<file path="src/logic/pbm_map.svh">
// constants for the port b bus-matching, swap and parity block
`ifndef PBM_MAP_SVH
`define PBM_MAP_SVH
`define PBM_FIFO_DEPTH     7'h40
`define PBM_OFFSET_HH      7'h10
`define PBM_OFFSET_HL      7'h0C
`define PBM_OFFSET_LH      7'h08
`define PBM_OFFSET_LL      7'h04
`define PBM_SWAP_NONE      2'h0
`define PBM_SWAP_REVERSE   2'h1
`define PBM_SWAP_HALVES    2'h2
`define PBM_SWAP_PAIRS     2'h3
`define PBM_LAST_LONG      2'h0
`define PBM_LAST_WORD      2'h1
`define PBM_LAST_BYTE      2'h3
`define PBM_LANE_TOP       2'h3
`define PBM_LANE_BOTTOM    2'h0
`endif

</file>
<file path="src/logic/pbm_pkg.sv">
// types shared by the port b bus-matching block
package pbm_pkg;
  typedef enum logic [1:0] {PBM_LONG, PBM_WORD, PBM_BYTE} pbm_width_type;
endpackage

</file>
<file path="src/logic/pbm_parity.sv">
// four 9-bit parity trees: byte check and parity substitution
`timescale 1ns/1ns
module pbm_parity (
  // data and parity sense
  input  wire logic [35:0] data,
  input  wire logic        odd_select,
  // results
  output logic      [3:0]  byte_error,
  output logic      [35:0] generated
);
  genvar g;
  generate
    for (g = 0; g < 4; g++) begin : g_tree
      wire logic [8:0] grp      = data[9*g +: 9];
      // odd count of lows in 9 bits means even count of ones
      wire logic       ones_odd = ^grp;
      wire logic       low8_odd = ^grp[7:0];
      assign byte_error[g]         = odd_select ? ~ones_odd : ones_odd;
      assign generated[9*g +: 9]   = {odd_select ? ~low8_odd : low8_odd, grp[7:0]};
    end
  endgenerate
endmodule

</file>
<file path="src/logic/pbm_top.sv">
// port b bus matching, byte swapping, parity and fifo2 flag levels
`timescale 1ns/1ns
`include "pbm_map.svh"
//
// What this block does
// - fifo2 flags follow stored level and offset
// - port b long, word, byte; big/little lanes
// - size and endian selects captured, used next edge
// - storage holds long words; mailboxes never converted
// - narrow fifo1 reads release aux parts in turn
// - new width on read fetches fresh word
// - unused read lanes hold last value
// - narrow writes assemble; last part commits word
// - new width on write restarts assembly
// - both sizes high selects mailboxes, full width
// - mailbox access keeps previous width selection
// - four byte orders, whole bytes, not mailbox
// - swap sampled at start of each long word
// - read swaps then narrows; write assembles then swaps
// - four byte parity checks per port, valid lanes
// - odd/even sense of low-bit count flags error
// - mailbox read with generation forces error high
// - generated parity replaces each byte top bit
// - writes store all nine bits unchanged
// - fifo1 and port a read parity generated before output register
// - mailbox parity generation only on selected read
// - transfer on edge with select low, enable high
// - big-endian uses top lanes, little bottom lanes
// - swap codes give ABCD, DCBA, CDAB, BADC
module pbm_top import pbm_pkg::*; (
  // clock and reset
  input  wire logic        mclk,
  input  wire logic        rst,
  // port b control
  input  wire logic        port_b_chip_select_n,
  input  wire logic        port_b_transfer_enable,
  input  wire logic        port_b_write_not_read,
  input  wire logic        width_select_lo,
  input  wire logic        width_select_hi,
  input  wire logic        big_endian_select_n,
  input  wire logic        swap_select_lo,
  input  wire logic        swap_select_hi,
  input  wire logic        port_b_parity_generate,
  input  wire logic        odd_parity_select,
  // port b bus
  input  wire logic [35:0] port_b_data_in,
  output logic      [35:0] port_b_data_out,
  output logic             port_b_data_oe,
  output logic             port_b_parity_error_n,
  // fifo1 storage head and mail1 register
  input  wire logic [35:0] fifo1_read_data,
  output logic             fifo1_read_strobe,
  input  wire logic [35:0] mail1_data,
  output logic             mail1_read_strobe,
  // fifo2 storage and mail2 register
  output logic      [35:0] fifo2_write_data,
  output logic             fifo2_write_strobe,
  output logic      [35:0] mail2_write_data,
  output logic             mail2_write_strobe,
  // port a checking and read generation
  input  wire logic        port_a_chip_select_n,
  input  wire logic        port_a_transfer_enable,
  input  wire logic        port_a_write_not_read,
  input  wire logic        port_a_mailbox_select,
  input  wire logic        port_a_parity_generate,
  input  wire logic [35:0] port_a_data_in,
  input  wire logic [35:0] port_a_read_word,
  output logic      [35:0] port_a_data_out,
  output logic             port_a_parity_error_n,
  // fifo2 level and flags
  input  wire logic [6:0]  fifo2_level,
  input  wire logic        offset_select_lo,
  input  wire logic        offset_select_hi,
  output logic             fifo2_empty_n,
  output logic             fifo2_almost_empty_n,
  output logic             fifo2_almost_full_n,
  output logic             fifo2_full_n
);
  ////////////////////////////////////////////////////////////////////////////
  function automatic logic [35:0] swap_bytes(input logic [35:0] w, input logic [1:0] code);
    case (code)
      `PBM_SWAP_REVERSE: swap_bytes = {w[8:0], w[17:9], w[26:18], w[35:27]};
      `PBM_SWAP_HALVES:  swap_bytes = {w[17:9], w[8:0], w[35:27], w[26:18]};
      `PBM_SWAP_PAIRS:   swap_bytes = {w[26:18], w[35:27], w[8:0], w[17:9]};
      default:           swap_bytes = w;
    endcase
  endfunction
  // lane enable and source byte for part k of a long word
  function automatic logic [2:0] lane_map(input pbm_width_type w, input logic big, input logic [1:0] k,
                                          input logic [1:0] lane);
    case (w)
      PBM_WORD: lane_map = big ? {lane[1], 2'(lane - {k[0], 1'b0})} : {~lane[1], 2'(lane + {k[0], 1'b0})};
      PBM_BYTE: lane_map = big ? {lane == `PBM_LANE_TOP, 2'(`PBM_LANE_TOP - k)} : {lane == `PBM_LANE_BOTTOM, k};
      default:  lane_map = {1'b1, lane};
    endcase
  endfunction

  function automatic logic [1:0] last_part(input pbm_width_type w);
    case (w)
      PBM_WORD: last_part = `PBM_LAST_WORD;
      PBM_BYTE: last_part = `PBM_LAST_BYTE;
      default:  last_part = `PBM_LAST_LONG;
    endcase
  endfunction

  ////////////////////////////////////////////////////////////////////////////
  // captured selections
  pbm_width_type width_reg;
  logic          mbx_reg;
  logic          big_reg;
  logic [6:0]    offset_reg;
  wire logic     sel_mbx   = width_select_hi & width_select_lo;
  wire pbm_width_type width_in = width_select_hi ? PBM_WORD : (width_select_lo ? PBM_BYTE : PBM_LONG);
  wire logic [2:0] key_now = {width_reg, big_reg};
  wire logic [1:0] swap_in = {swap_select_hi, swap_select_lo};
  wire logic [1:0] last_now = last_part(width_reg);

  always_ff @(posedge mclk) begin
    if (rst) begin
      width_reg <= PBM_LONG;
      mbx_reg   <= 1'b0;
      big_reg   <= 1'b0;
    end else begin
      mbx_reg <= sel_mbx;
      big_reg <= ~big_endian_select_n;
      if (!sel_mbx)
        width_reg <= width_in;
    end
  end

  // offset is caught while reset is held; sync reset so a pin value is legal here
  always_ff @(posedge mclk) begin
    if (rst)
      case ({offset_select_hi, offset_select_lo})
        2'h3:    offset_reg <= `PBM_OFFSET_HH;
        2'h2:    offset_reg <= `PBM_OFFSET_HL;
        2'h1:    offset_reg <= `PBM_OFFSET_LH;
        default: offset_reg <= `PBM_OFFSET_LL;
      endcase
  end

  ////////////////////////////////////////////////////////////////////////////
  // transfer decode
  wire logic b_sel     = ~port_b_chip_select_n & port_b_transfer_enable;
  wire logic b_rd_fifo = b_sel & ~port_b_write_not_read & ~mbx_reg;
  wire logic b_wr_fifo = b_sel & port_b_write_not_read & ~mbx_reg;
  wire logic b_rd_mbx  = b_sel & ~port_b_write_not_read & mbx_reg;
  wire logic b_wr_mbx  = b_sel & port_b_write_not_read & mbx_reg;
  wire logic b_mb_gen  = b_rd_mbx & port_b_parity_generate;
  wire logic a_rd      = ~port_a_chip_select_n & port_a_transfer_enable & ~port_a_write_not_read;
  wire logic a_mb_gen  = a_rd & port_a_mailbox_select & port_a_parity_generate;

  ////////////////////////////////////////////////////////////////////////////
  // parity trees
  logic [3:0]  a_err;
  logic [3:0]  b_err;
  logic [35:0] f1_gen;
  logic [35:0] m1_gen;
  logic [35:0] a_gen;
  logic [35:0] f1_swapped;
  assign f1_swapped = swap_bytes(fifo1_read_data, swap_in);

  pbm_parity u_chk_a (.data(port_a_data_in), .odd_select(odd_parity_select), .byte_error(a_err), .generated());
  pbm_parity u_chk_b (.data(port_b_data_in), .odd_select(odd_parity_select), .byte_error(b_err), .generated());
  pbm_parity u_gen_f1 (.data(f1_swapped), .odd_select(odd_parity_select), .byte_error(), .generated(f1_gen));
  pbm_parity u_gen_m1 (.data(mail1_data), .odd_select(odd_parity_select), .byte_error(), .generated(m1_gen));
  pbm_parity u_gen_a (.data(port_a_read_word), .odd_select(odd_parity_select), .byte_error(), .generated(a_gen));

  logic [3:0] b_valid;
  genvar gl;
  generate
    for (gl = 0; gl < 4; gl++) begin : g_valid
      wire logic [2:0] vmap = lane_map(width_reg, big_reg, 2'h0, 2'(gl));
      assign b_valid[gl] = mbx_reg | vmap[2];
    end
  endgenerate

  logic pe_a_reg;
  logic pe_b_reg;
  always_ff @(posedge mclk) begin
    if (rst) begin
      pe_a_reg <= 1'b1;
      pe_b_reg <= 1'b1;
    end else begin
      pe_a_reg <= a_mb_gen | ~|a_err;
      pe_b_reg <= b_mb_gen | ~|(b_err & b_valid);
    end
  end
  assign port_a_parity_error_n = pe_a_reg;
  assign port_b_parity_error_n = pe_b_reg;

  ////////////////////////////////////////////////////////////////////////////
  // fifo1 read path: swap, generate, then narrow
  logic [35:0] rd_aux_reg;
  logic [35:0] rd_out_reg;
  logic [1:0]  rd_idx_reg;
  logic        rd_more_reg;
  logic [2:0]  rd_key_reg;
  wire logic   rd_new  = ~rd_more_reg | (rd_key_reg != key_now);
  wire logic [1:0]  rd_k    = rd_new ? 2'h0 : 2'(rd_idx_reg + 2'h1);
  wire logic [35:0] rd_src  = rd_new ? (port_b_parity_generate ? f1_gen : f1_swapped) : rd_aux_reg;
  logic [35:0] rd_out_next;
  logic [35:0] wr_asm_next;
  logic [35:0] wr_asm_reg;

  generate
    for (gl = 0; gl < 4; gl++) begin : g_lane
      wire logic [2:0] rmap = lane_map(width_reg, big_reg, rd_k, 2'(gl));
      assign rd_out_next[9*gl +: 9] = rmap[2] ? rd_src[9*rmap[1:0] +: 9] : rd_out_reg[9*gl +: 9];
    end
  endgenerate

  always_ff @(posedge mclk) begin
    if (rst) begin
      rd_aux_reg  <= 36'h0;
      rd_out_reg  <= 36'h0;
      rd_idx_reg  <= 2'h0;
      rd_more_reg <= 1'b0;
      rd_key_reg  <= 3'h0;
    end else if (b_rd_fifo) begin
      rd_out_reg  <= rd_out_next;
      rd_aux_reg  <= rd_src;
      rd_idx_reg  <= rd_k;
      rd_more_reg <= rd_k != last_now;
      rd_key_reg  <= key_now;
    end
  end
  assign fifo1_read_strobe = b_rd_fifo & rd_new;

  // mail1 bypasses narrowing and swapping
  assign port_b_data_out   = mbx_reg ? (b_mb_gen ? m1_gen : mail1_data) : rd_out_reg;
  assign port_b_data_oe    = ~port_b_chip_select_n & ~port_b_write_not_read;
  assign mail1_read_strobe = b_rd_mbx;

  ////////////////////////////////////////////////////////////////////////////
  // fifo2 write path: assemble, then swap on commit
  logic [1:0]  wr_idx_reg;
  logic        wr_more_reg;
  logic [2:0]  wr_key_reg;
  logic [1:0]  wr_swap_reg;
  logic [35:0] f2_data_reg;
  logic        f2_strobe_reg;
  logic [35:0] m2_data_reg;
  logic        m2_strobe_reg;
  wire logic   wr_new  = ~wr_more_reg | (wr_key_reg != key_now);
  wire logic [1:0] wr_k    = wr_new ? 2'h0 : 2'(wr_idx_reg + 2'h1);
  wire logic [1:0] wr_swap = wr_new ? swap_in : wr_swap_reg;
  wire logic   wr_done = wr_k == last_now;

  generate
    for (gl = 0; gl < 4; gl++) begin : g_asm
      wire logic [2:0] m0 = lane_map(width_reg, big_reg, wr_k, 2'h0);
      wire logic [2:0] m1 = lane_map(width_reg, big_reg, wr_k, 2'h1);
      wire logic [2:0] m2 = lane_map(width_reg, big_reg, wr_k, 2'h2);
      wire logic [2:0] m3 = lane_map(width_reg, big_reg, wr_k, 2'h3);
      assign wr_asm_next[9*gl +: 9] =
        (m3[2] && m3[1:0] == 2'(gl)) ? port_b_data_in[35:27] :
        (m2[2] && m2[1:0] == 2'(gl)) ? port_b_data_in[26:18] :
        (m1[2] && m1[1:0] == 2'(gl)) ? port_b_data_in[17:9]  :
        (m0[2] && m0[1:0] == 2'(gl)) ? port_b_data_in[8:0]   : wr_asm_reg[9*gl +: 9];
    end
  endgenerate

  always_ff @(posedge mclk) begin
    if (rst) begin
      wr_asm_reg    <= 36'h0;
      wr_idx_reg    <= 2'h0;
      wr_more_reg   <= 1'b0;
      wr_key_reg    <= 3'h0;
      wr_swap_reg   <= `PBM_SWAP_NONE;
      f2_data_reg   <= 36'h0;
      f2_strobe_reg <= 1'b0;
      m2_data_reg   <= 36'h0;
      m2_strobe_reg <= 1'b0;
    end else begin
      f2_strobe_reg <= b_wr_fifo & wr_done;
      m2_strobe_reg <= b_wr_mbx;
      if (b_wr_mbx)
        m2_data_reg <= port_b_data_in;
      if (b_wr_fifo) begin
        wr_asm_reg  <= wr_asm_next;
        wr_idx_reg  <= wr_k;
        wr_more_reg <= ~wr_done;
        wr_key_reg  <= key_now;
        wr_swap_reg <= wr_swap;
        if (wr_done)
          f2_data_reg <= swap_bytes(wr_asm_next, wr_swap);
      end
    end
  end
  assign fifo2_write_data   = f2_data_reg;
  assign fifo2_write_strobe = f2_strobe_reg;
  assign mail2_write_data   = m2_data_reg;
  assign mail2_write_strobe = m2_strobe_reg;

  ////////////////////////////////////////////////////////////////////////////
  // port a read output and fifo2 flags
  logic [35:0] a_out_reg;
  logic [3:0]  flag_reg;
  always_ff @(posedge mclk) begin
    if (rst) begin
      a_out_reg <= 36'h0;
      flag_reg  <= 4'h0;
    end else begin
      if (a_rd)
        a_out_reg <= port_a_parity_generate ? a_gen : port_a_read_word;
      flag_reg <= {fifo2_level != 7'h0, fifo2_level > offset_reg,
                   fifo2_level < 7'(`PBM_FIFO_DEPTH - offset_reg), fifo2_level != `PBM_FIFO_DEPTH};
    end
  end
  assign port_a_data_out      = a_out_reg;
  assign fifo2_empty_n        = flag_reg[3];
  assign fifo2_almost_empty_n = flag_reg[2];
  assign fifo2_almost_full_n  = flag_reg[1];
  assign fifo2_full_n         = flag_reg[0];
endmodule

</file>
<file path="config.mk">
export PLATFORM = sky130hd
export DESIGN_NAME = pbm_top
export DESIGN_NICKNAME = d
export VERILOG_FILES = /design/src/logic/pbm_pkg.sv /design/src/logic/pbm_parity.sv /design/src/logic/pbm_top.sv
export VERILOG_INCLUDE_DIRS = /design/src /design/src/logic
export SDC_FILE = /design/constraint.sdc
export NUM_CORES = 1
export LEC_CHECK = 0
export BUFFER_PORTS_ARGS = -buffer_cell sky130_fd_sc_hd__buf_2
export CAP_MARGIN = 20
export CELL_PAD_IN_SITES_DETAIL_PLACEMENT = 1
export CELL_PAD_IN_SITES_GLOBAL_PLACEMENT = 1
export CORE_MARGIN = 4
export CORE_UTILIZATION = 37
export DETAILED_ROUTE_END_ITERATION = 6
export GPL_TIMING_DRIVEN = 1
export PLACE_DENSITY_LB_ADDON = 0.12
export SLEW_MARGIN = 10
export SYNTH_ARGS = -nofsm -noshare
export SYNTH_HDL_FRONTEND = slang
export SYNTH_SLANG_ARGS = --single-unit
</file>
<file path="constraint.sdc">
create_clock -name mclk -period 3.1 [get_ports mclk]
set_clock_uncertainty 0.15 [all_clocks]
set_input_delay 0.62 -clock mclk [delete_from_list [all_inputs] [get_ports mclk]]
set_output_delay 0.62 -clock mclk [all_outputs]
set_load 0.05 [all_outputs]
</file>
==> impl_metrics.py <==
metrics = {
    "setup_path": {
        "crit_top_cell": "buf_4",
        "slowest_stage": "dfxtp_1",
        "cp.required_ns": 3.47,
        "r2r_slack_ns": -0.001,
        "reg2reg_depth": 14,
        "worstSetupEndpointType": "flip-flop",
        "path_max_fanout": 5,
        "cp-start-kind": "flip-flop",
        "path_class": "flip-flop to flip-flop",
        "slowest_delay_ns": 0.33,
        "crit_chain": "xnor2_1, and4_4, nand2b_4, ha_4, inv_2, o21ai_2, a21o_1, buf_6, buf_4, a211oi_1, a311oi_4, buf_4, o211ai_1, a21oi_1",
        "worst_ep_arrival_time_ns": 3.47,
    },
    "drt": {
        "wl_per_cell_um": 23.1,
        "first_pass_iters": 7,
        "vias_per_cell": 5.73,
        "drt-total-wl_mm": 69.3,
        "dr_total_vias": 17200,
        "drtIter0Drc": 1203,
        "drc": 0,
        "final_antenna_net_count": 0,
    },
    "pwr": {
        "p_seq_frac": 0.328,
        "ir_drop_mv": 0.450,
        "switching_share": 0.339,
        "power_leakage_nw": 8.78,
        "p_int_w": 0.00677,
        "p_switching_w": 0.00347,
        "power_density_nw_per_um2": 481,
        "power.share.clock": 0.358,
        "pwr-share-comb": 0.314,
    },
    "logic_synthesis": {
        "postSynthCellCount": 1954,
        "synth_cell_types": 66,
        "synth_edf_count": 3,
        "ys_seq_elements": 245,
        "postSynth.asyncResetShare": 0,
        "syn_area_per_cell_um2": 8.18,
        "synth.yosys.seq_area_share": 0.309,
        "syn_nets": 2179,
        "synth_area_um2": 16000,
        "ys_warn_count": 0,
        "ys.flop_type": "dfxtp_1",
    },
    "place": {
        "port_buffers": 360,
        "place_hpwl_mm": 50.7,
        "dpl_cell_area_um2": 19600,
        "dp.cells": 2922,
        "pre_cts_ws_ns": -0.288,
        "gp_congestion": 0.885,
    },
    "sta": {
        "rsz0062_at_grt": "true",
        "period_share": 1.00,
        "slew_violations": 0,
        "holdWs_ns": 0.101,
        "setup_slack_ns": -0.00122,
        "min_period_ns": 3.10,
        "clock.fmax_ghz": 0.322,
        "tightest_slew_ns": 0.743,
        "worst_slew_margin_rel": 0.505,
        "setup_viol": 1,
        "hold_violations": 0,
    },
    "global_routing": {
        "antenna_found_initial": 7,
        "grt_use_total": 0.273,
        "grt_first_pass_wirelength_mm": 102,
        "grt_pass1_vias": 17100,
        "grt_max_degree": 149,
        "grt_overflow": 0,
    },
    "layout": {
        "final_area_um2": 21300,
        "area_delta_synth_final_pct": 33.0,
        "drive_above_1_share": 0.328,
        "multi_input_area_um2": 10700,
        "fin_util": 0.503,
        "stdcell_count": 2998,
        "seqCellArea_um2": 4940,
        "nets": 2622,
        "fillers": 5122,
    },
    "clock_tree": {
        "insertion_delay_ns": 0.59,
        "cts_buffers": 31,
        "clockBufferDepth": 3,
        "clk_pin_slew_worst_paths_ns": 0.07,
        "htree_levels": 1,
        "cts_hold_buf": 0,
        "tritoncts": "built",
        "cts_sinks": 245,
        "cts_root_buffer": "clkbuf_16",
    },
    "job": {
        "drv_cap": 0,
    },
    "run_status": {
        "violations": "setup timing",
        "status": "complete, but fails checks",
    },
    "worst_hold_path": {
        "min_path_cells": 2,
        "hp-class": "primary input to flip-flop",
    },
    "floorplan": {
        "fp.dieH_um": 216,
        "start_util": 0.378,
        "core_area_um2": 42300,
        "dieWidth_um": 216,
        "die-area_um2": 46600,
        "rows": 75,
        "ioPinCount": 361,
    },
}
-- layout by cell type (no fill, tap or decap), types with 7 or more instances in the layout --
cell and instances:
nand2_1 339, o311ai_1 11, buf_12 20, o311a_1 17, o211ai_1 45, nor2_1 123
o21ai_1 9, xor2_1 21, nand4_1 13, a211oi_2 13, mux4_2 14, mux2i_2 14
mux2_2 53, inv_1 21, dfxtp_1 240, buf_4 183, nand3_1 30, a31oi_1 42
o21ai_0 41, clkbuf_16 35, a31oi_2 7, mux2i_1 61, ha_1 15, mux4_1 18
o221ai_1 23, a21oi_1 159, nor3_1 55, xnor2_1 139, o31ai_2 7, buf_2 358
and2_1 39, o311ai_0 7, nor4_1 7, a211oi_1 78, clkbuf_1 7, o31ai_1 13
buf_6 7
-- Yosys cell counts (24+ instances only) --
cell type	number	share of area
a211oi_1	92	0.043
nor2_1	128	0.030
o211ai_1	45	0.021
mux2i_1	79	0.049
o21ai_0	53	0.017
mux2_2	53	0.037
inv_1	24	0.0056
nor3_1	58	0.018
nand2_1	342	0.080
a21oi_1	161	0.050
xnor2_1	141	0.077
nand3_1	33	0.010
and2_1	39	0.015
a31oi_1	49	0.019
dfxtp_1	242	0.30
clkbuf_1	125	0.029
-- stage by stage --
step	setup TNS [ns]	power [W]
after global routing	-2.20	0.0107
after CTS	-0.238	0.0102
after global placement	-1.23	0.00639
after floorplan	-1.01	0.00534
after detailed placement	-4.98	0.00647
final	-0.00122	0.0102
-- worst paths after layout --
path	from	to
setup reg to reg	big_reg	fifo2_write_data[2]
hold / removal	big_endian_select_n	big_reg
hold reg to reg	port_a_data_out[3]	port_a_data_out[3]
setup / recovery	big_reg	fifo2_write_data[2]
-- power groups by stage --
stage / Clock (W) / Sequential [W] / Combinational, W
after floorplan: 0 / 0.00358 / 0.00177
after global placement: 0 / 0.00342 / 0.00297
after detailed placement: 0 / 0.00343 / 0.00304
after CTS: 0.00373 / 0.00336 / 0.00309
after global routing: 0.00386 / 0.00337 / 0.00344
final: 0.00367 / 0.00336 / 0.00321
-- cells by family after synthesis --
| kind of cell | after synthesis | share of synthesized area |
|---|---|---|
| fa+ha+maj | 19 | 0.0149 |
| xor+xnor | 168 | 0.0964 |
| compound gates | 519 | 0.215 |
| simple gates | 650 | 0.174 |
| flops | 245 | 0.309 |
| mux | 164 | 0.137 |
| buf+inv | 189 | 0.0536 |
-- layer usage --
layer / share of wire / track usage / wire [um] / up-vias
met5: 0.00098 / 0 / 68 / -
met2: 0.46 / 0.446 / 31600 / 621
met3: 0.072 / 0.0440 / 4950 / 83
met4: 0.015 / 0.0500 / 1030 / 10
met1: 0.46 / 0.386 / 31600 / 8518
li1: - / - / - / 7957
-- critical path: cells and delay by family, from the launching register on --
family	cells	cell delay, ns
flip-flops	1	0.33
buffers and inverters	4	0.51
adder cells (fa/ha/maj)	1	0.29
AO/OA/AOI/OAI	6	1.13
AND/OR/NAND/NOR	2	0.37
XOR/XNOR	1	0.27
-- final cells by class --
| cell class | count | area share |
|---|---|---|
| tap | 577 | 0.0339 |
| sequential | 245 | 0.232 |
| timing repair buffer | 573 | 0.177 |
| antenna | 1 | 0.000118 |
| multi-input combinational | 1521 | 0.505 |
| inverter | 25 | 0.00441 |
| clock buffer | 41 | 0.0396 |
| clock inverter | 15 | 0.00788 |
-- what timing repair did --
action | in CTS | in global routing
pin swaps | 4 | 26
setup buffers | 2 | 11
gates cloned | 0 | 6
endpoints found under the setup margin | 55 | 76
resized for setup | 33 | 91
No activity file was read; power rests on OpenSTA's default activity.
